<file path="src/dbms_defs.vh">
`ifndef DBMS_DEFS_VH
`define DBMS_DEFS_VH

// ----------------------------------------------------------------
// Register offsets (byte addresses, one aligned word each)
// ----------------------------------------------------------------
`define DBMS_ADR_CONFIG 8'h00
`define DBMS_ADR_STATUS 8'h04
`define DBMS_ADR_COUNT 8'h08

// ----------------------------------------------------------------
// Bus configuration register fields
// ----------------------------------------------------------------
`define DBMS_CFG_STYLE 0
`define DBMS_CFG_POL 1
`define DBMS_CFG_REL 6
`define DBMS_CFG_WMASK 8'h43
`define DBMS_CFG_RESET 8'h00

// ----------------------------------------------------------------
// Status register fields
// ----------------------------------------------------------------
`define DBMS_ST_MASTER 0
`define DBMS_ST_REQ 1
`define DBMS_ST_ILLEGAL 2
`define DBMS_ST_RELSEEN 3

// ----------------------------------------------------------------
// Byte selection codes on the user side
// ----------------------------------------------------------------
`define DBMS_SEL_WORD 2'h0
`define DBMS_SEL_UPPER 2'h1
`define DBMS_SEL_LOWER 2'h2
`define DBMS_SEL_NONE 2'h3

// ----------------------------------------------------------------
// Phase lengths in core clock cycles
// ----------------------------------------------------------------
`define DBMS_ADDR_CYCLES 2'h1
`define DBMS_DATA_CYCLES 2'h2

`endif

</file>
<file path="src/dbms_top.v">
`timescale 1ns/1ps
`default_nettype none
`include "dbms_defs.vh"

// Functional notes
// - Config bit 0 picks byte-mask pair or byte line plus grant acknowledge.
// - Mask encoding: 00 word, 01 upper byte, 10 lower byte, 11 none.
// - Mask lines driven only while master; never read as slave.
// - Byte-line style: byte line with latched address bit 0; low/high illegal.
// - Byte line driven only while master; ignored as slave.
// - Style 0: request whenever a cycle is needed and grant is inactive.
// - Request stays low for the whole ensuing bus transaction.
// - Config bit 1 picks strobe polarity: latch enable or inverted strobe.
// - Latch-enable polarity: high in address phase, low in data phase.
// - Low polarity: strobe pulses low during the address phase.
// - Strobe driven only while master, released otherwise.
// - Grant low answering our request makes the device bus master.
// - Config bit 6 turns pin 15 into a burst-release input ending the burst.
module dbms_top (
  input wire core_clk,
  input wire sys_rst,
  input wire cyc_i,
  input wire stb_i,
  input wire we_i,
  input wire [7:0] adr_i,
  input wire [31:0] dat_i,
  input wire [3:0] sel_i,
  output reg [31:0] dat_o,
  output reg ack_o,
  input wire xfer_valid,
  input wire xfer_more,
  input wire [1:0] xfer_byte_sel,
  input wire xfer_addr0,
  output reg xfer_done,
  output reg byte_mask_low_line,
  output reg byte_mask_low_line_oe,
  input wire burst_release_in,
  output reg byte_mask_high_line,
  output reg byte_mask_high_line_oe,
  output reg gated_bus_request,
  output reg gated_bus_request_oe,
  input wire gated_bus_request_in,
  input wire hold_grant_in,
  output reg addr_strobe_low,
  output reg addr_strobe_low_oe
);

  // ----------------------------------------------------------------
  // States and declarations
  // ----------------------------------------------------------------
  localparam [4:0] ST_IDLE = 5'h01;
  localparam [4:0] ST_REQ = 5'h02;
  localparam [4:0] ST_ADDR = 5'h04;
  localparam [4:0] ST_DATA = 5'h08;
  localparam [4:0] ST_REL = 5'h10;

  reg [4:0] state;
  reg [4:0] next_state;
  reg [1:0] cnt;
  reg [1:0] next_cnt;
  reg [7:0] bus_config_reg;
  reg [1:0] lat_sel;
  reg [1:0] next_lat_sel;
  reg lat_addr0;
  reg next_lat_addr0;
  reg grant_meta, grant_sync;
  reg rel_meta, rel_sync;
  reg reqpin_meta, reqpin_sync;
  reg release_pend, illegal_flag, relseen_flag;
  reg [15:0] xfer_count;
  wire bus_style_select, strobe_polarity_select, release_enable;
  wire release_hit, addr_end, data_end;
  wire master_next, addr_next, req_next;
  wire acc, wr_cfg, wr_status;
  wire start_xfer, illegal_now;
  wire [1:0] next_mask;

  assign bus_style_select = bus_config_reg[`DBMS_CFG_STYLE];
  assign strobe_polarity_select = bus_config_reg[`DBMS_CFG_POL];
  assign release_enable = bus_config_reg[`DBMS_CFG_REL];

  // ----------------------------------------------------------------
  // Helpers
  // ----------------------------------------------------------------
  // Mask pair {high, low} for a user byte code
  function [1:0] enc_mask;
    input [1:0] code;
    begin
      case (code)
        `DBMS_SEL_WORD: enc_mask = 2'h0;
        `DBMS_SEL_UPPER: enc_mask = 2'h1;
        `DBMS_SEL_LOWER: enc_mask = 2'h2;
        default: enc_mask = 2'h3;
      endcase
    end
  endfunction

  // Byte line is high for any single-byte transfer
  function byte_line;
    input [1:0] code;
    begin
      byte_line = (code != `DBMS_SEL_WORD);
    end
  endfunction

  // Combinations the byte-line scheme cannot express
  function line_illegal;
    input [1:0] code;
    input a0;
    begin
      line_illegal = (!byte_line(code) && a0) || (code == `DBMS_SEL_NONE);
    end
  endfunction

  // ----------------------------------------------------------------
  // Pin synchronisers
  // ----------------------------------------------------------------
  // Grant and request pin idle high, so they reset to the inactive level
  always @(posedge core_clk) begin
    if (sys_rst) begin
      grant_meta <= 1'b1;
      grant_sync <= 1'b1;
      rel_meta <= 1'b0;
      rel_sync <= 1'b0;
      reqpin_meta <= 1'b1;
      reqpin_sync <= 1'b1;
    end else begin
      grant_meta <= hold_grant_in;
      grant_sync <= grant_meta;
      rel_meta <= burst_release_in;
      rel_sync <= rel_meta;
      reqpin_meta <= gated_bus_request_in;
      reqpin_sync <= reqpin_meta;
    end
  end

  assign release_hit = release_enable && rel_sync;

  // ----------------------------------------------------------------
  // Transfer sequencer
  // ----------------------------------------------------------------
  assign addr_end = (cnt == (`DBMS_ADDR_CYCLES - 2'h1));
  assign data_end = (cnt == (`DBMS_DATA_CYCLES - 2'h1));

  // Next state, phase counter and latched byte selection
  always @* begin
    next_state = state;
    next_cnt = cnt;
    next_lat_sel = lat_sel;
    next_lat_addr0 = lat_addr0;
    case (state)
      ST_IDLE: begin
        // level request, request gated by prior pin state
        if (xfer_valid && grant_sync && (!bus_style_select || reqpin_sync)) begin
          next_state = ST_REQ;
        end
      end
      ST_REQ: begin
        if (!grant_sync) begin
          next_state = ST_ADDR;
          next_cnt = 2'h0;
          next_lat_sel = xfer_byte_sel;
          next_lat_addr0 = xfer_addr0;
        end
      end
      ST_ADDR: begin
        if (addr_end) begin
          next_state = ST_DATA;
          next_cnt = 2'h0;
        end else begin
          next_cnt = cnt + 2'h1;
        end
      end
      ST_DATA: begin
        if (data_end) begin
          next_cnt = 2'h0;
          // burst ends after the current transfer
          if (xfer_more && !release_hit && !release_pend) begin
            next_state = ST_ADDR;
            next_lat_sel = xfer_byte_sel;
            next_lat_addr0 = xfer_addr0;
          end else begin
            next_state = ST_REL;
          end
        end else begin
          next_cnt = cnt + 2'h1;
        end
      end
      ST_REL: begin
        // wait for the arbiter to withdraw the grant
        if (grant_sync) begin
          next_state = ST_IDLE;
        end
      end
      default: begin
        next_state = ST_IDLE;
        next_cnt = 2'h0;
      end
    endcase
  end

  // Sequencer registers
  always @(posedge core_clk) begin
    if (sys_rst) begin
      state <= ST_IDLE;
      cnt <= 2'h0;
      lat_sel <= `DBMS_SEL_WORD;
      lat_addr0 <= 1'b0;
    end else begin
      state <= next_state;
      cnt <= next_cnt;
      lat_sel <= next_lat_sel;
      lat_addr0 <= next_lat_addr0;
    end
  end

  // ----------------------------------------------------------------
  // Pin drivers
  // ----------------------------------------------------------------
  assign master_next = (next_state == ST_ADDR) || (next_state == ST_DATA);
  assign addr_next = (next_state == ST_ADDR);
  assign next_mask = enc_mask(next_lat_sel);
  // request held through the whole transaction
  assign req_next = master_next || (next_state == ST_REQ);

  // Outputs are registered from the next state so they line up with it
  always @(posedge core_clk) begin
    if (sys_rst) begin
      byte_mask_low_line <= 1'b1;
      byte_mask_low_line_oe <= 1'b0;
      byte_mask_high_line <= 1'b1;
      byte_mask_high_line_oe <= 1'b0;
      gated_bus_request <= 1'b0;
      gated_bus_request_oe <= 1'b0;
      addr_strobe_low <= 1'b0;
      addr_strobe_low_oe <= 1'b0;
    end else begin
      // Open drain: only ever pulls low
      gated_bus_request <= 1'b0;
      gated_bus_request_oe <= req_next;
      addr_strobe_low <= strobe_polarity_select ? !addr_next : addr_next;
      addr_strobe_low_oe <= master_next;
      // pin function by style; pin 15 turns input
      if (bus_style_select) begin
        // byte line with latched address bit, driven as master only
        byte_mask_low_line <= byte_line(next_lat_sel);
        // grant acknowledge follows mastership, always driven
        byte_mask_high_line <= master_next;
        byte_mask_high_line_oe <= 1'b1;
      end else begin
        // mask encoding, driven as master only
        byte_mask_low_line <= next_mask[0];
        byte_mask_high_line <= next_mask[1];
        byte_mask_high_line_oe <= master_next;
      end
      byte_mask_low_line_oe <= master_next && !release_enable;
    end
  end

  // ----------------------------------------------------------------
  // Burst bookkeeping
  // ----------------------------------------------------------------
  assign start_xfer = (next_state == ST_ADDR) && (state != ST_ADDR);
  assign illegal_now = start_xfer && bus_style_select &&
                       line_illegal(next_lat_sel, next_lat_addr0);
  assign acc = cyc_i && stb_i && !ack_o;
  assign wr_cfg = acc && we_i && sel_i[0] && (adr_i == `DBMS_ADR_CONFIG);
  assign wr_status = acc && we_i && sel_i[0] && (adr_i == `DBMS_ADR_STATUS);

  // Release is remembered mid-transfer; sticky flags let a set beat a clear
  always @(posedge core_clk) begin
    if (sys_rst) begin
      release_pend <= 1'b0;
      illegal_flag <= 1'b0;
      relseen_flag <= 1'b0;
      xfer_count <= 16'h0000;
      xfer_done <= 1'b0;
    end else begin
      if (state == ST_REL || state == ST_IDLE) begin
        release_pend <= 1'b0;
      end else if (release_hit && (state == ST_ADDR || state == ST_DATA)) begin
        release_pend <= 1'b1;
      end
      if (illegal_now) begin
        illegal_flag <= 1'b1;
      end else if (wr_status && dat_i[`DBMS_ST_ILLEGAL]) begin
        illegal_flag <= 1'b0;
      end
      if (release_hit && (state == ST_ADDR || state == ST_DATA)) begin
        relseen_flag <= 1'b1;
      end else if (wr_status && dat_i[`DBMS_ST_RELSEEN]) begin
        relseen_flag <= 1'b0;
      end
      xfer_done <= (state == ST_DATA) && data_end;
      if ((state == ST_DATA) && data_end) begin
        xfer_count <= xfer_count + 16'h0001;
      end
    end
  end

  // ----------------------------------------------------------------
  // Wishbone slave
  // ----------------------------------------------------------------
  // One wait state: ack one cycle after the strobe, unmapped reads zero
  always @(posedge core_clk) begin
    if (sys_rst) begin
      ack_o <= 1'b0;
      dat_o <= 32'h00000000;
      bus_config_reg <= `DBMS_CFG_RESET;
    end else begin
      ack_o <= acc;
      if (wr_cfg) begin
        bus_config_reg <= dat_i[7:0] & `DBMS_CFG_WMASK;
      end
      if (acc && !we_i) begin
        case (adr_i)
          `DBMS_ADR_CONFIG: dat_o <= {24'h000000, bus_config_reg};
          `DBMS_ADR_STATUS: dat_o <= {28'h0000000, relseen_flag, illegal_flag,
                                      (state != ST_IDLE), (state == ST_ADDR) ||
                                      (state == ST_DATA)};
          `DBMS_ADR_COUNT: dat_o <= {16'h0000, xfer_count};
          default: dat_o <= 32'h00000000;
        endcase
      end else begin
        dat_o <= 32'h00000000;
      end
    end
  end

endmodule
`default_nettype wire

</file>
<file path="config.mk">
export PLATFORM = sky130hd
export DESIGN_NAME = dbms_top
export DESIGN_NICKNAME = d
export VERILOG_FILES = /design/src/dbms_top.v
export VERILOG_INCLUDE_DIRS = /design/src
export SDC_FILE = /design/constraint.sdc
export NUM_CORES = 1
export LEC_CHECK = 0
export BUFFER_PORTS_ARGS = -buffer_cell sky130_fd_sc_hd__buf_4
export CORE_ASPECT_RATIO = 0.6
export CORE_UTILIZATION = 35
export DETAILED_ROUTE_END_ITERATION = 16
export GPL_TIMING_DRIVEN = 0
export PLACE_DENSITY_LB_ADDON = 0.3
export REMOVE_ABC_BUFFERS = 1
export SETUP_SLACK_MARGIN = 0.5
export SLEW_MARGIN = 20
export SYNTH_ARGS = -nofsm -noshare
export SYNTH_HDL_FRONTEND = slang
export SYNTH_SLANG_ARGS = --single-unit
</file>
<file path="constraint.sdc">
create_clock -name core_clk -period 5.5 [get_ports core_clk]
set_clock_uncertainty 0.15 [all_clocks]
set_input_delay 0.275 -clock core_clk [delete_from_list [all_inputs] [get_ports core_clk]]
set_output_delay 0.275 -clock core_clk [all_outputs]
set_load 0.01 [all_outputs]
</file>
---- Word-level counts from Yosys, hierarchy flattened ----
Cells that the tools add are included.
word-level totals
  output and inout bits ................... 42
  input bits .............................. 57
  flip-flop bits (word level) ............. 79
  logic and storage cells ................. 120
operators by class
  eq/ne operators ......................... 17
  add/subtract/negate cells ............... 2
  reduce and logical (&&, ||, !) cells .... 45
  mux-type cells .......................... 29
  bitwise logic cells ..................... 2
operators with widths
  kind                   number
  $pmux 16 s3            1
  $mux 5                 6
  $pmux 5 s5             1
  $logic_and 1x1->1      21
  $add 16x1->16 const B  1
  $mux 2                 6
  $mux 1                 11
  $eq 5x2->1 const B     2
  $eq 5x3->1 const B     2
  $eq 5x4->1 const B     2
  $eq 8x3->1 const B     1
  $eq 8x4->1 const B     1
  $logic_not 1->1        8
  $logic_not 8->1        1
  $pmux 2 s4             1
  $logic_or 1x1->1       6
  $pmux 2 s3             1
  $reduce_bool 2->1      3
  $reduce_or 2->1        3
  $eq 5x1->1 const B     1
  $eq 5x5->1 const B     1
  $ne 5x1->1 const B     1
  $ne 5x3->1 const B     1
  $eq 2x1->1 const B     2
  other kinds (8)        11

---- Longest topological paths before layout ----
Gate-level depths: netlist (run 1).
  depth in word-level cells ............... 13
  depth in mapped cells ................... 8
  depth with buffers taken out ............ 7

---- Worst setup path before layout (run 1) ----
OpenSTA, ideal clock, no wires.
  path type ............................... register -> register
  start point ............................. reg cnt[1]
  end point ............................... reg byte_mask_low_line
  period minus slack after synthesis ...... 2.101 ns
  slack ................................... 3.399 ns
  stages on the path, launching flop included .. 9
  data required time ...................... 5.230 ns
  arrival time ............................ 1.831 ns
  buffers on the path ..................... 1
  library setup time ...................... 0.120 ns
  cells stage by stage .................... dfxtp_1 inv_1 ha_1 and3b_1 buf_2 nand2_1 o22a_1 mux2_2 a211o_1
on the way
  longest elaborated chain between the ends .. 6
  elaborated cells between the ends (all ways) .. 9
  classes of those cells .................. eq/ne (3); mux (4); reduce/logical (2)
RTL lines
  what                                      RTL line        RTL
  from (decl)                               dbms_top.v:59   reg [1:0] cnt;
  from (signal assigned)                    dbms_top.v:211  cnt <= next_cnt;
  $eq 2x1->1 *                              dbms_top.v:143  assign data_end = (cnt == (`DBMS_DATA_CYCLES - 2'h1));
  $mux 2 *                                  dbms_top.v:175  if (data_end) begin
  $pmux 2 s2 *                              dbms_top.v:151  case (state)
  $eq 2x2->1, or another cell as far along  dbms_top.v:89   case (code)
  $pmux 2 s3                                dbms_top.v:89
  $mux 1 *                                  dbms_top.v:244  if (bus_style_select) begin
  to (signal assigned)                      dbms_top.v:246  byte_mask_low_line <= byte_line(next_lat_sel);
  to (signal assigned)                      dbms_top.v:252  byte_mask_low_line <= next_mask[0];
  to (decl)                                 dbms_top.v:35   output reg byte_mask_low_line,
Mark *: on every way between the ends. The rest lies on a longest branch, timed or not.
A chain may end at the register's enable or synchronous reset.

---- Worst setup path after layout (run 1) ----
  start point ............................. reg state[3]
  end point ............................... reg illegal_flag
on the way
  longest elaborated chain between the ends .. 8
  elaborated cells between the ends (all ways) .. 25
  classes of those cells .................. eq/ne (8); mux (9); reduce/logical (8)
RTL lines
  what                                                                RTL line        RTL
  from (decl)                                                         dbms_top.v:57   reg [4:0] state;
  from (signal assigned)                                              dbms_top.v:210  state <= next_state;
  parallel branches: the longest is 6 deep, another holds $eq 5x5->1  n/a
  $logic_and 1x1->1 *                                                 dbms_top.v:264  assign illegal_now = start_xfer && bus_style_select &&
  $mux 1 or $reduce_bool 2->1 (tied branches)                         n/a
  to (signal assigned)                                                dbms_top.v:274  illegal_flag <= 1'b0;
  to (signal assigned)                                                dbms_top.v:285  illegal_flag <= 1'b1;
  to (signal assigned)                                                dbms_top.v:287  illegal_flag <= 1'b0;
  to (decl)                                                           dbms_top.v:69   reg release_pend, illegal_flag, relseen_flag;
Mark *: on every way between the ends.

==> key figures, run 1 <==
Layout
  – Layout Nets: 417
  – Utilization after layout: 0.471
  – Fillers: around 750
  – # diodes: 0
  – Share of cells above drive strength 1: 0.214
  – Area delta synth->final: 27.6%
  – Biggest regs: dat_o: 16 flops, xfer_count: 16 flops, state: 5 flops

Power
  – Clk pwr share: 0.531
  – Psw: 242 uW
  – Pint: slightly above 900 uW
  – Seq pwr share: 0.404
  – Peak VDD IR: ~0.20 mV
  – PwrDens: approximately 330 mW/mm^2
  – Logic pwr share: 0.065
  – Pleak: roughly 0.0014 uW
  – Sw Share: 0.210

Worst setup path
  – Critical Path RT: ~5600 ps
  – RR Endpoint: illegal_flag
  – FF-to-FF Start: state[3]
  – Crit. End Element: flop
  – WS Path Type: reg -> reg
  – CP Max Fanout: 15
  – R2r worst-path depth: 5
  – Crit path launch type: flop
  – Register-to-Register Setup Slack: between 3000 and 4000 ps
  – CP arrival: about 2500 ps

Synth
  – Post-synthesis cell area: ~0.0027 mm^2
  – Share of synthesized flip-flops with an asynchronous set or reset: 0
  – Seq cells post-synth: 62
  – Cell count after synthesis: 304
  – Yosys warns: 0
  – Count of different cell masters after synthesis: 48
  – Ys flop type: dfxtp_1
  – Register area share after synthesis: 0.456
  – Mapped Avg Cell Area: roughly 9 um^2
  – EDFF count, synth: 0

Die
  – Die height: 70.3 um
  – Core Box Area: between 0.007 and 0.008 mm^2
  – Die width: ~120 um
  – Full die area: a little over 0.008 mm^2
  – Row count: 24
  – Boundary Pins: between 90 and 100
  – Starting Density: 0.369

Route
  – TritonRoute pass-1 iters: 4
  – Metal-1 WL: around 3200 um
  – DR top layer: met4
  – Metal3 WL: around 470 um
  – Remaining antenna violation count: 0
  – Final WL: between 6000 and 7000 um
  – DR vias: ~2200
  – Met2 wire length: about 2500 um
  – Initial drt markers: 114
  – DRC: 0
  – Vias per cell: around 4.7
  – DR WL/cell: 13.3 um

Global route
  – Vias in the first global route: roughly 2000
  – Largest net degree at the start of global routing: 45
  – Gr ovfl total: 0
  – First-pass GRT wire length: a little under 10000 um
  – Initial antenna violation count: 0
  – GRT Overall Usage: 0.163

CTS
  – H-tree depth: 3
  – Clock-pin slew on the worst setup and hold paths: 50 ps
  – CTS Sinks: just over 60
  – Maximum buffer depth of the clock tree: 2
  – Clk Latency, worst-skew pair: approximately 330 ps
  – CTS tree: yes
  – TritonCTS buffer count: 9
  – CTS Root Cell: clkbuf_16

Min path
  – Hold depth: 3
  – Hold EP: bus_config_reg[0]
  – Hold Crit Class: in -> reg
  – HP Start: dat_i[0]

Timing
  – Worst Hold Margin: ~34 ps
  – Final setup viols: 0
  – FMAX: between 400 and 500 MHz
  – Worst slew pin tran: approximately 640 ps
  – Final period util: 0.432
  – Setup TNS: 0 ps
  – Min cycle time layout: around 2400 ps
  – Headroom to the max-slew limit: 0.569
  – RSZ-0062 raised after global routing: no
  – Hold Vio Cnt, Final: 0
  – Slew Viols, Final: 0

Run
  – Max Cap Viol: 0

Place
  – I/O Buffers: 51
  – Placer Congestion: between 0.8 and 0.9
  – HPWL after DPL: about 4400 um

Run status
  – Status: finished, final reports clean
[layout make-up]
type / count / area [um^2] / area share
tap: 104 / 130 / 0.0374
inverter: 10 / 37.5 / 0.0108
clock inverter: 5 / 81.3 / 0.0234
sequential: 62 / 1240 / 0.357
multi-input combinational: 218 / 1320 / 0.380
clock buffer: 11 / 253 / 0.0727
timing repair buffer: 54 / 413 / 0.119
[synth_stat cells (5+ instances only)]
cell / count / area, um^2
dfxtp_1: 62 / 1240
nor2_1: 38 / 143
buf_4: 18 / 135
nand2_1: 16 / 60.1
and2_1: 14 / 87.6
xnor2_1: 12 / 105
nand3_1: 11 / 55.1
nor3_1: 11 / 55.1
a21oi_1: 10 / 50.1
inv_1: 10 / 37.5
nor2b_1: 10 / 62.6
clkbuf_1: 8 / 30.0
mux2i_1: 7 / 70.1
or2_2: 7 / 43.8
ha_1: 5 / 62.6
o21ai_0: 5 / 25.0
or3_1: 5 / 31.3
[cells in the final DEF, fill, tap and decap left out, types with 3 or more instances in the layout]
cell / instances
a21oi_1: 10
nand3_1: 11
xnor2_1: 12
nor2b_1: 10
dfxtp_1: 62
nand2_1: 16
mux2i_1: 7
buf_4: 51
and3_1: 3
clkbuf_16: 9
dlygate4sd3_1: 3
and2_1: 14
o21ai_0: 5
nor3_1: 11
or3_1: 5
nor2_1: 38
nand4_1: 4
ha_1: 5
nor4_1: 3
conb_1: 17
a31oi_1: 3
or2_2: 7
inv_1: 10
and3b_1: 3
xor2_1: 3
[cell families after synthesis]
logic type / share of synthesized area
compound gates: 0.0841
xor+xnor: 0.0482
fa+ha+maj: 0.0230
buf+inv: 0.0818
flops: 0.456
mux: 0.0299
other cells: 0.00138
simple gates: 0.276
[worst max-delay path: stages (launching register included)]
cell and delay, ps:
dfxtp_1 580, and3b_1 340, nand2_1 190, o22a_1 310
or4b_1 570, a21oi_1 140
[layer usage]
layer,up-vias,GRT usage
met2,76,0.215
li1,1098,-
met4,0,0.0641
met5,-,0
met3,4,0.0573
met1,992,0.238
[worst max path at each step]
stage | start | slack (ps) | cells past startpoint | endpoint
floorplan | adr_i[1] | 3400 | 4 | dat_o[10]
detailed placement | adr_i[1] | 2950 | 5 | dat_o[13]
CTS | state[3] | 3150 | 5 | illegal_flag
global route | state[3] | 3030 | 5 | illegal_flag
global placement | adr_i[1] | 2960 | 5 | dat_o[11]
finish | state[3] | 3130 | 5 | illegal_flag
[what timing repair did]
action,in CTS,in global routing
hold buffers,3,0
gates resized for setup,0,0
buffers inserted,0,0
endpoints found under the setup margin,0,0
hold endpoints to repair,3,0
[power groups by stage]
stage	clock (uW)	sequential [uW]	combinational [uW]
floorplan	0	474	38.0
global placement	0	475	70.8
detailed placement	0	475	71.8
CTS	627	465	73.5
global route	653	466	81.3
finish	612	466	74.4
[stage by stage]
stage / total power (uW) / instance area (um^2) / instances / worst slack [ps]
floorplan: 512 / 2600 / 290 / 3400
global placement: 546 / 3110 / 445 / 2960
detailed placement: 546 / 3110 / 445 / 2950
CTS: 1170 / 3480 / 464 / 3150
global route: 1200 / 3480 / 464 / 3030
finish: 1150 / 3480 / 464 / 3130
Note: power is estimated with default switching activity, not from simulation.
==> run 2, diff against run 1 <==
--- a/config.mk
+++ b/config.mk
@@ -6,6 +6,7 @@
 export SDC_FILE = /design/constraint.sdc
 export NUM_CORES = 1
 export LEC_CHECK = 0
+export ABC_AREA = 1
 export BUFFER_PORTS_ARGS = -buffer_cell sky130_fd_sc_hd__buf_4
 export CORE_ASPECT_RATIO = 0.6
 export CORE_UTILIZATION = 35
==> constraint.sdc (replaced) <==
create_clock -name core_clk -period 2.39 [get_ports core_clk]
set_clock_uncertainty 0.15 [all_clocks]
set_input_delay 0.1195 -clock core_clk [delete_from_list [all_inputs] [get_ports core_clk]]
set_output_delay 0.1195 -clock core_clk [all_outputs]
set_load 0.01 [all_outputs]
==> run 2 against run 1 <==
Core utilization up 3.4 points. Die area rose by 0.67%. Synthesized cell count increased by 14%. Sequential share of layout area decreased by 1.9 points. Critical endpoint is now xfer_count[13].
==> key figures, run 2 <==
Run
  – Max Cap Viol: 0 (unchanged)

Power
  – Pleak: 0.00160 uW (was 0.00140 uW)
  – PwrDens: 655 mW/mm^2 (was 332 mW/mm^2)
  – Peak VDD IR: 0.264 mV (was 0.204 mV)

Worst setup path
  – Critical Path RT: 2490 ps (was 5600 ps)
  – CP arrival: 1910 ps (was 2480 ps)
  – R2r worst-path depth: 9 (was 5)
  – Crit path launch type: flop (unchanged)
  – WS Path Type: reg -> reg (unchanged)
  – CP Max Fanout: 8 (was 15)
  – Crit. End Element: flop (unchanged)

CTS
  – TritonCTS buffer count: 9 (unchanged)
  – CTS Sinks: 63 (was 62)
  – Clock-pin slew on the worst setup and hold paths: 50 ps (about the same)
  – H-tree depth: 3 (unchanged)
  – Clk Latency, worst-skew pair: 320 ps (was 330 ps)
  – CTS Root Cell: clkbuf_16 (unchanged)
  – CTS tree: yes (unchanged)
  – Maximum buffer depth of the clock tree: 2 (unchanged)

Run status
  – Status: finished, final reports clean (unchanged)

Timing
  – Final period util: 0.755 (was 0.432)
  – Hold Vio Cnt, Final: 0 (unchanged)
  – Worst slew pin tran: 548 ps (was 640 ps)
  – Min cycle time layout: 1800 ps (was 2370 ps)
  – Final setup viols: 0 (unchanged)
  – Slew Viols, Final: 0 (unchanged)
  – Headroom to the max-slew limit: 0.631 (was 0.569)
  – FMAX: 554 MHz (was 421 MHz)
  – RSZ-0062 raised after global routing: yes (was no)
  – Setup TNS: 0 ps (unchanged)

Layout
  – # diodes: 0 (unchanged)
  – Biggest regs: dat_o: 16 flops, xfer_count: 16 flops, state: 5 flops (unchanged)
  – Share of cells above drive strength 1: 0.264 (was 0.214)
  – Fillers: 696 (was 753)
  – Layout Nets: 486 (was 417)
  – Most frequent cells in the layout: buf_4, dfxtp_1, nand2_1 (was dfxtp_1, buf_4, nor2_1)
  – Fin cells: 532 (was 464)
  – Most common cell after layout, fill and taps aside: buf_4 (was dfxtp_1)
  – Area delta synth->final: 36.5% (was 27.6%)

Global route
  – Largest net degree at the start of global routing: 39 (was 45)
  – Vias in the first global route: 2255 (was 1988)
  – Gr ovfl total: 0 (unchanged)
  – GRT Overall Usage: 0.174 (was 0.163)
  – Initial antenna violation count: 0 (unchanged)
  – First-pass GRT wire length: 10800 um (was 9940 um)

Route
  – Vias per cell: 4.67 (was 4.68)
  – DRC: 0 (unchanged)
  – DR WL/cell: 12.7 um (was 13.3 um)
  – Initial drt markers: 162 (was 114)
  – Remaining antenna violation count: 0 (unchanged)
  – Final WL: 6780 um (was 6160 um)
  – TritonRoute pass-1 iters: 5 (was 4)
  – DR vias: 2482 (was 2170)

Synth
  – Top cell types by occurrence after synthesis: dfxtp_1, nand2_1, inv_1 (was dfxtp_1, nor2_1, buf_4)
  – Leading cell type by number of instances after synthesis: dfxtp_1 (unchanged)
  – Ys flop type: dfxtp_1 (unchanged)
  – Share of synthesized flip-flops with an asynchronous set or reset: 0 (unchanged)
  – Post-synth top area cell: dfxtp_1 (unchanged)
  – Post-synthesis cell area: 0.00274 mm^2 (was 0.00272 mm^2)
  – Register area share after synthesis: 0.460 (was 0.456)
  – Top post-synthesis cells by area: dfxtp_1, nand2_1, inv_1 (was dfxtp_1, nor2_1, buf_4)
  – Count of different cell masters after synthesis: 37 (was 48)
  – Seq cells post-synth: 63 (was 62)
  – Cell count after synthesis: 346 (was 304)
  – EDFF count, synth: 0 (unchanged)
  – Yosys warns: 0 (unchanged)
  – Post-synth top area share: 0.460 (was 0.456)
  – Mapped Avg Cell Area: 7.93 um^2 (was 8.96 um^2)

Min path
  – Hold Crit Class: in -> reg (unchanged)
  – Hold depth: 5 (was 3)

Place
  – HPWL after DPL: 4640 um (was 4380 um)
  – Placed cells: 493 (was 445)
  – Placer Congestion: 0.876 (was 0.839)
  – I/O Buffers: 51 (unchanged)

Die
  – Boundary Pins: 99 (unchanged)
  – Core Box Area: 0.00742 mm^2 (was 0.00739 mm^2)
  – Starting Density: 0.370 (was 0.369)
  – Die height: 70.6 um (was 70.3 um)
  – Full die area: 0.00821 mm^2 (was 0.00815 mm^2)
  – Row count: 24 (unchanged)
  – Die width: 116 um (about the same)
[run 2: changes by cell type after synthesis, moves of 6 or more]
| cell | before | now |
|---|---|---|
| o21ai_0 | 5 | 11 |
| nor3_1 | 11 | 18 |
| inv_2 | 0 | 6 |
| mux2i_1 | 7 | 0 |
| a21oi_1 | 10 | 25 |
| and2_1 | 14 | 0 |
| nand2_1 | 16 | 50 |
| nor2b_1 | 10 | 0 |
| xnor2_1 | 12 | 0 |
| inv_1 | 10 | 39 |
[run 2: timing repair]
action | 4_1_cts | 5_1_grt
endpoints found under the setup margin | 0 | 11
endpoints found under the hold margin | 14 | 0
resized for setup | 0 | 20
hold buffers | 13 | 0
buffers inserted | 0 | 11
[run 2: path summary, 6_finish.rpt]
kind                            startpoint        endpoint  slack [ps]
worst max register to register    state[0]  xfer_count[13]         590
worst min-delay path                 stb_i           ack_o          10
worst min register to register    rel_meta        rel_sync         250
worst max-delay path              state[0]  xfer_count[13]         590
[run 2: area by class of cell]
class                           count  area, um^2  share of cell area
Multi-Input combinational cell    230        1300               0.348
Clock buffer                       11         233              0.0622
Timing Repair Buffer               75         596               0.159
Clock inverter                      4        47.5              0.0127
Sequential cell                    63        1260               0.338
Inverter                           45         169              0.0451
Tap cell                          104         130              0.0348
[run 2: cells by family after synthesis]
| family | count (synthesis) | synth area share |
|---|---|---|
| buffers and inverters | 69 | 0.120 |
| AND/OR/NAND/NOR | 155 | 0.286 |
| XOR/XNOR | 3 | 0.00958 |
| other | 1 | 0.00137 |
| flip-flops | 63 | 0.460 |
| AO/OA/AOI/OAI | 50 | 0.0999 |
| adder cells (fa/ha/maj) | 5 | 0.0228 |
[run 2: metal layers]
metal | global-route usage | share of wire | vias up
met2 | 0.231 | 0.41 | 103
met3 | 0.0711 | 0.068 | 4
met1 | 0.257 | 0.52 | 1111
met5 | 0 | 0 | -
met4 | 0.0442 | 0.0056 | 0
li1 | - | - | 1264
[run 2: power breakdown]
part           switching [uW]  leakage [uW]  internal [uW]
Sequential               8.15      0.000511           1070
Clock                     430      0.000135            797
Combinational            81.9      0.000950           69.2
[run 2: critical path: stages, from the launching register on]
cell,delay [ps]
dfxtp_2,340
nor2_4,130
nand2_4,90
nor2_8,200
nand2_8,110
nor3_4,230
nand4_4,170
o21ai_2,160
inv_1,50
nor3_2,80
[run 2: per-stage QoR]
| step | setup slack (ps) | total power (uW) | cell area (um^2) | hold slack [ps] | util |
|---|---|---|---|---|---|
| finish | 585 | 2450 | 3740 | 9.71 | 0.505 |
| global route | 451 | 2560 | 3740 | 27.5 | 0.505 |
| CTS | 525 | 2470 | 3560 | 0.474 | 0.481 |
| detailed placement | 532 | 1220 | 3150 | 156 | 0.425 |
| global placement | 576 | 1220 | 3150 | 156 | 0.425 |
| floorplan | 787 | 1150 | 2640 | 38.1 | - |
==> run 3, diff against run 2 <==
==> constraint.sdc (replaced) <==
create_clock -name core_clk -period 1.8 [get_ports core_clk]
set_clock_uncertainty 0.15 [all_clocks]
set_input_delay 0.09 -clock core_clk [delete_from_list [all_inputs] [get_ports core_clk]]
set_output_delay 0.09 -clock core_clk [all_outputs]
set_load 0.01 [all_outputs]
==> run 3 against run 2 <==
The run now ends with negative hold slack left. Fmax rose by 1.5%. Clock power increased by 33%. Final cell count up 4.7%. Die area is the same. Hold slack worse by 84 ps. Sequential cell count unchanged. Design area grew 12%. Highest routed layer unchanged. Sequential share of layout area down 3.3 points.
==> key figures, run 3 (synthesized netlist as in run 2, its figures left out) <==
Run status
  – Status: finished with violations (was finished, final reports clean)
  – Failing checks: negative hold slack

Route
  – DR vias: 2693 (was 2482)
  – Remaining antenna violation count: 0 (unchanged)
  – Metal3 WL: 541 um (was 461 um)
  – TritonRoute pass-1 iters: 5 (unchanged)
  – DR WL/cell: 14.6 um (was 12.7 um)
  – Initial drt markers: 151 (was 162)
  – Met2 wire length: 3660 um (was 2770 um)
  – Metal-1 WL: 3780 um (was 3510 um)
  – Vias per cell: 4.83 (was 4.67)
  – Final WL: 8140 um (was 6780 um)
  – DRC: 0 (unchanged)
  – DR top layer: met4 (unchanged)

Place
  – HPWL after DPL: 4640 um (unchanged)
  – I/O Buffers: 51 (unchanged)
  – Placer Congestion: 0.876 (unchanged)

Timing
  – RSZ-0062 raised after global routing: yes (unchanged)
  – Worst Hold Margin: -74.4 ps (was 9.71 ps)
  – Min cycle time layout: 1780 ps (was 1800 ps)
  – Headroom to the max-slew limit: 0.603 (was 0.631)
  – FMAX: 563 MHz (was 554 MHz)
  – Worst slew pin tran: 590 ps (was 548 ps)
  – Final period util: 0.987 (was 0.755)
  – Setup TNS: 0 ps (unchanged)
  – Final setup viols: 0 (unchanged)
  – Slew Viols, Final: 0 (unchanged)
  – Hold Vio Cnt, Final: 7 (was 0)

CTS
  – CTS tree: yes (unchanged)
  – CTS Root Cell: clkbuf_16 (unchanged)
  – Maximum buffer depth of the clock tree: 2 (unchanged)
  – Clk Latency, worst-skew pair: 320 ps (about the same)
  – Clock-pin slew on the worst setup and hold paths: 50 ps (about the same)
  – CTS Sinks: 63 (unchanged)
  – TritonCTS buffer count: 9 (unchanged)
  – H-tree depth: 3 (unchanged)
  – CTS Hold Bufs: 11 (was 13)

Die
  – Boundary Pins: 99 (unchanged)
  – Full die area: 0.00821 mm^2 (unchanged)
  – Die width: 116 um (unchanged)
  – Starting Density: 0.370 (unchanged)
  – Row count: 24 (unchanged)
  – Core Box Area: 0.00742 mm^2 (unchanged)
  – Die height: 70.6 um (unchanged)

Worst setup path
  – Crit path launch type: flop (unchanged)
  – WS Path Type: reg -> reg (unchanged)
  – Crit. End Element: flop (unchanged)
  – CP Max Fanout: 5 (was 8)
  – CP arrival: 1820 ps (was 1910 ps)
  – R2r worst-path depth: 9 (unchanged)
  – Critical Path RT: 1840 ps (was 2490 ps)

Layout
  – Layout Nets: 511 (was 486)
  – Biggest regs: dat_o: 16 flops, xfer_count: 16 flops, state: 5 flops (unchanged)
  – Area delta synth->final: 53.3% (was 36.5%)
  – Most frequent cells in the layout: buf_4, dfxtp_1, nand2_1 (unchanged)
  – Share of cells above drive strength 1: 0.444 (was 0.264)
  – Most common cell after layout, fill and taps aside: buf_4 (unchanged)
  – # diodes: 0 (unchanged)
  – Fillers: 632 (was 696)
  – Utilization after layout: 0.567 (was 0.505)

Global route
  – Vias in the first global route: 2520 (was 2255)
  – GRT Overall Usage: 0.196 (was 0.174)
  – Gr ovfl total: 0 (unchanged)
  – Initial antenna violation count: 0 (unchanged)
  – First-pass GRT wire length: 12100 um (was 10800 um)
  – Largest net degree at the start of global routing: 39 (unchanged)

Min path
  – Hold Crit Class: in -> reg (unchanged)
  – Hold depth: 4 (was 5)

Run
  – Max Cap Viol: 0 (unchanged)

Power
  – PwrDens: 784 mW/mm^2 (was 655 mW/mm^2)
  – Pleak: 0.00178 uW (was 0.00160 uW)
  – Peak VDD IR: 0.352 mV (was 0.264 mV)
-- run 3: power breakdown --
group | internal [uW] | switching, uW | total, uW
registers | 1410 | 10.1 | 1420
clock network | 1060 | 583 | 1640
logic | 108 | 127 | 235
total | 2580 | 720 | 3300
-- run 3: stage by stage --
stage          cells  total power (uW)  worst slack, ps  area [um^2]
6_report         557              3300             22.6         4200
5_1_grt          557              3420            -48.8         4200
4_1_cts          549              3290             33.9         3970
3_5_place_dp     493              1620            -57.5         3150
3_3_place_gp     493              1610            -14.0         3150
2_1_floorplan    338              1530              197         2640
-- run 3: worst max-delay path: stages, from the launching register on --
cell and delay (ps):
dfxtp_2 330, nor2_4 140, nand2_4 80, nor2_8 180
nand2_8 90, buf_12 140, nor3_4 180, nand3_2 140
nor2_4 130, a211oi_1 80
-- run 3: final timing paths --
path | slack (ps) | startpoint | end
worst max register to register | 20 | state[1] | xfer_count[10]
worst min register to register | 250 | rel_meta | rel_sync
worst max-delay path | 20 | state[1] | xfer_count[10]
worst min-delay path | -70 | we_i | dat_o[14]
-- run 3: cell type report --
class	count	area, um^2	area share
multi-input cells	230	1510	0.360
flip-flops and latches	63	1280	0.305
repair buffers	100	823	0.196
clock buffers	11	233	0.0554
inverters	45	176	0.0420
well taps	104	130	0.0310
clock inverters	4	47.5	0.0113
-- run 3: what timing repair did --
action / 4_1_cts / 5_1_grt
resized for setup: 61 / 54
endpoints found under the hold margin: 18 / 6
setup buffers: 30 / 8
pin swaps: 26 / 29
endpoints found under the setup margin: 50 / 55
-- run 3: layer usage --
layer	vias up	GRT usage
met5	-	0
met4	0	0.0627
met3	20	0.0574
met2	110	0.286
met1	1253	0.277
li1	1310	-
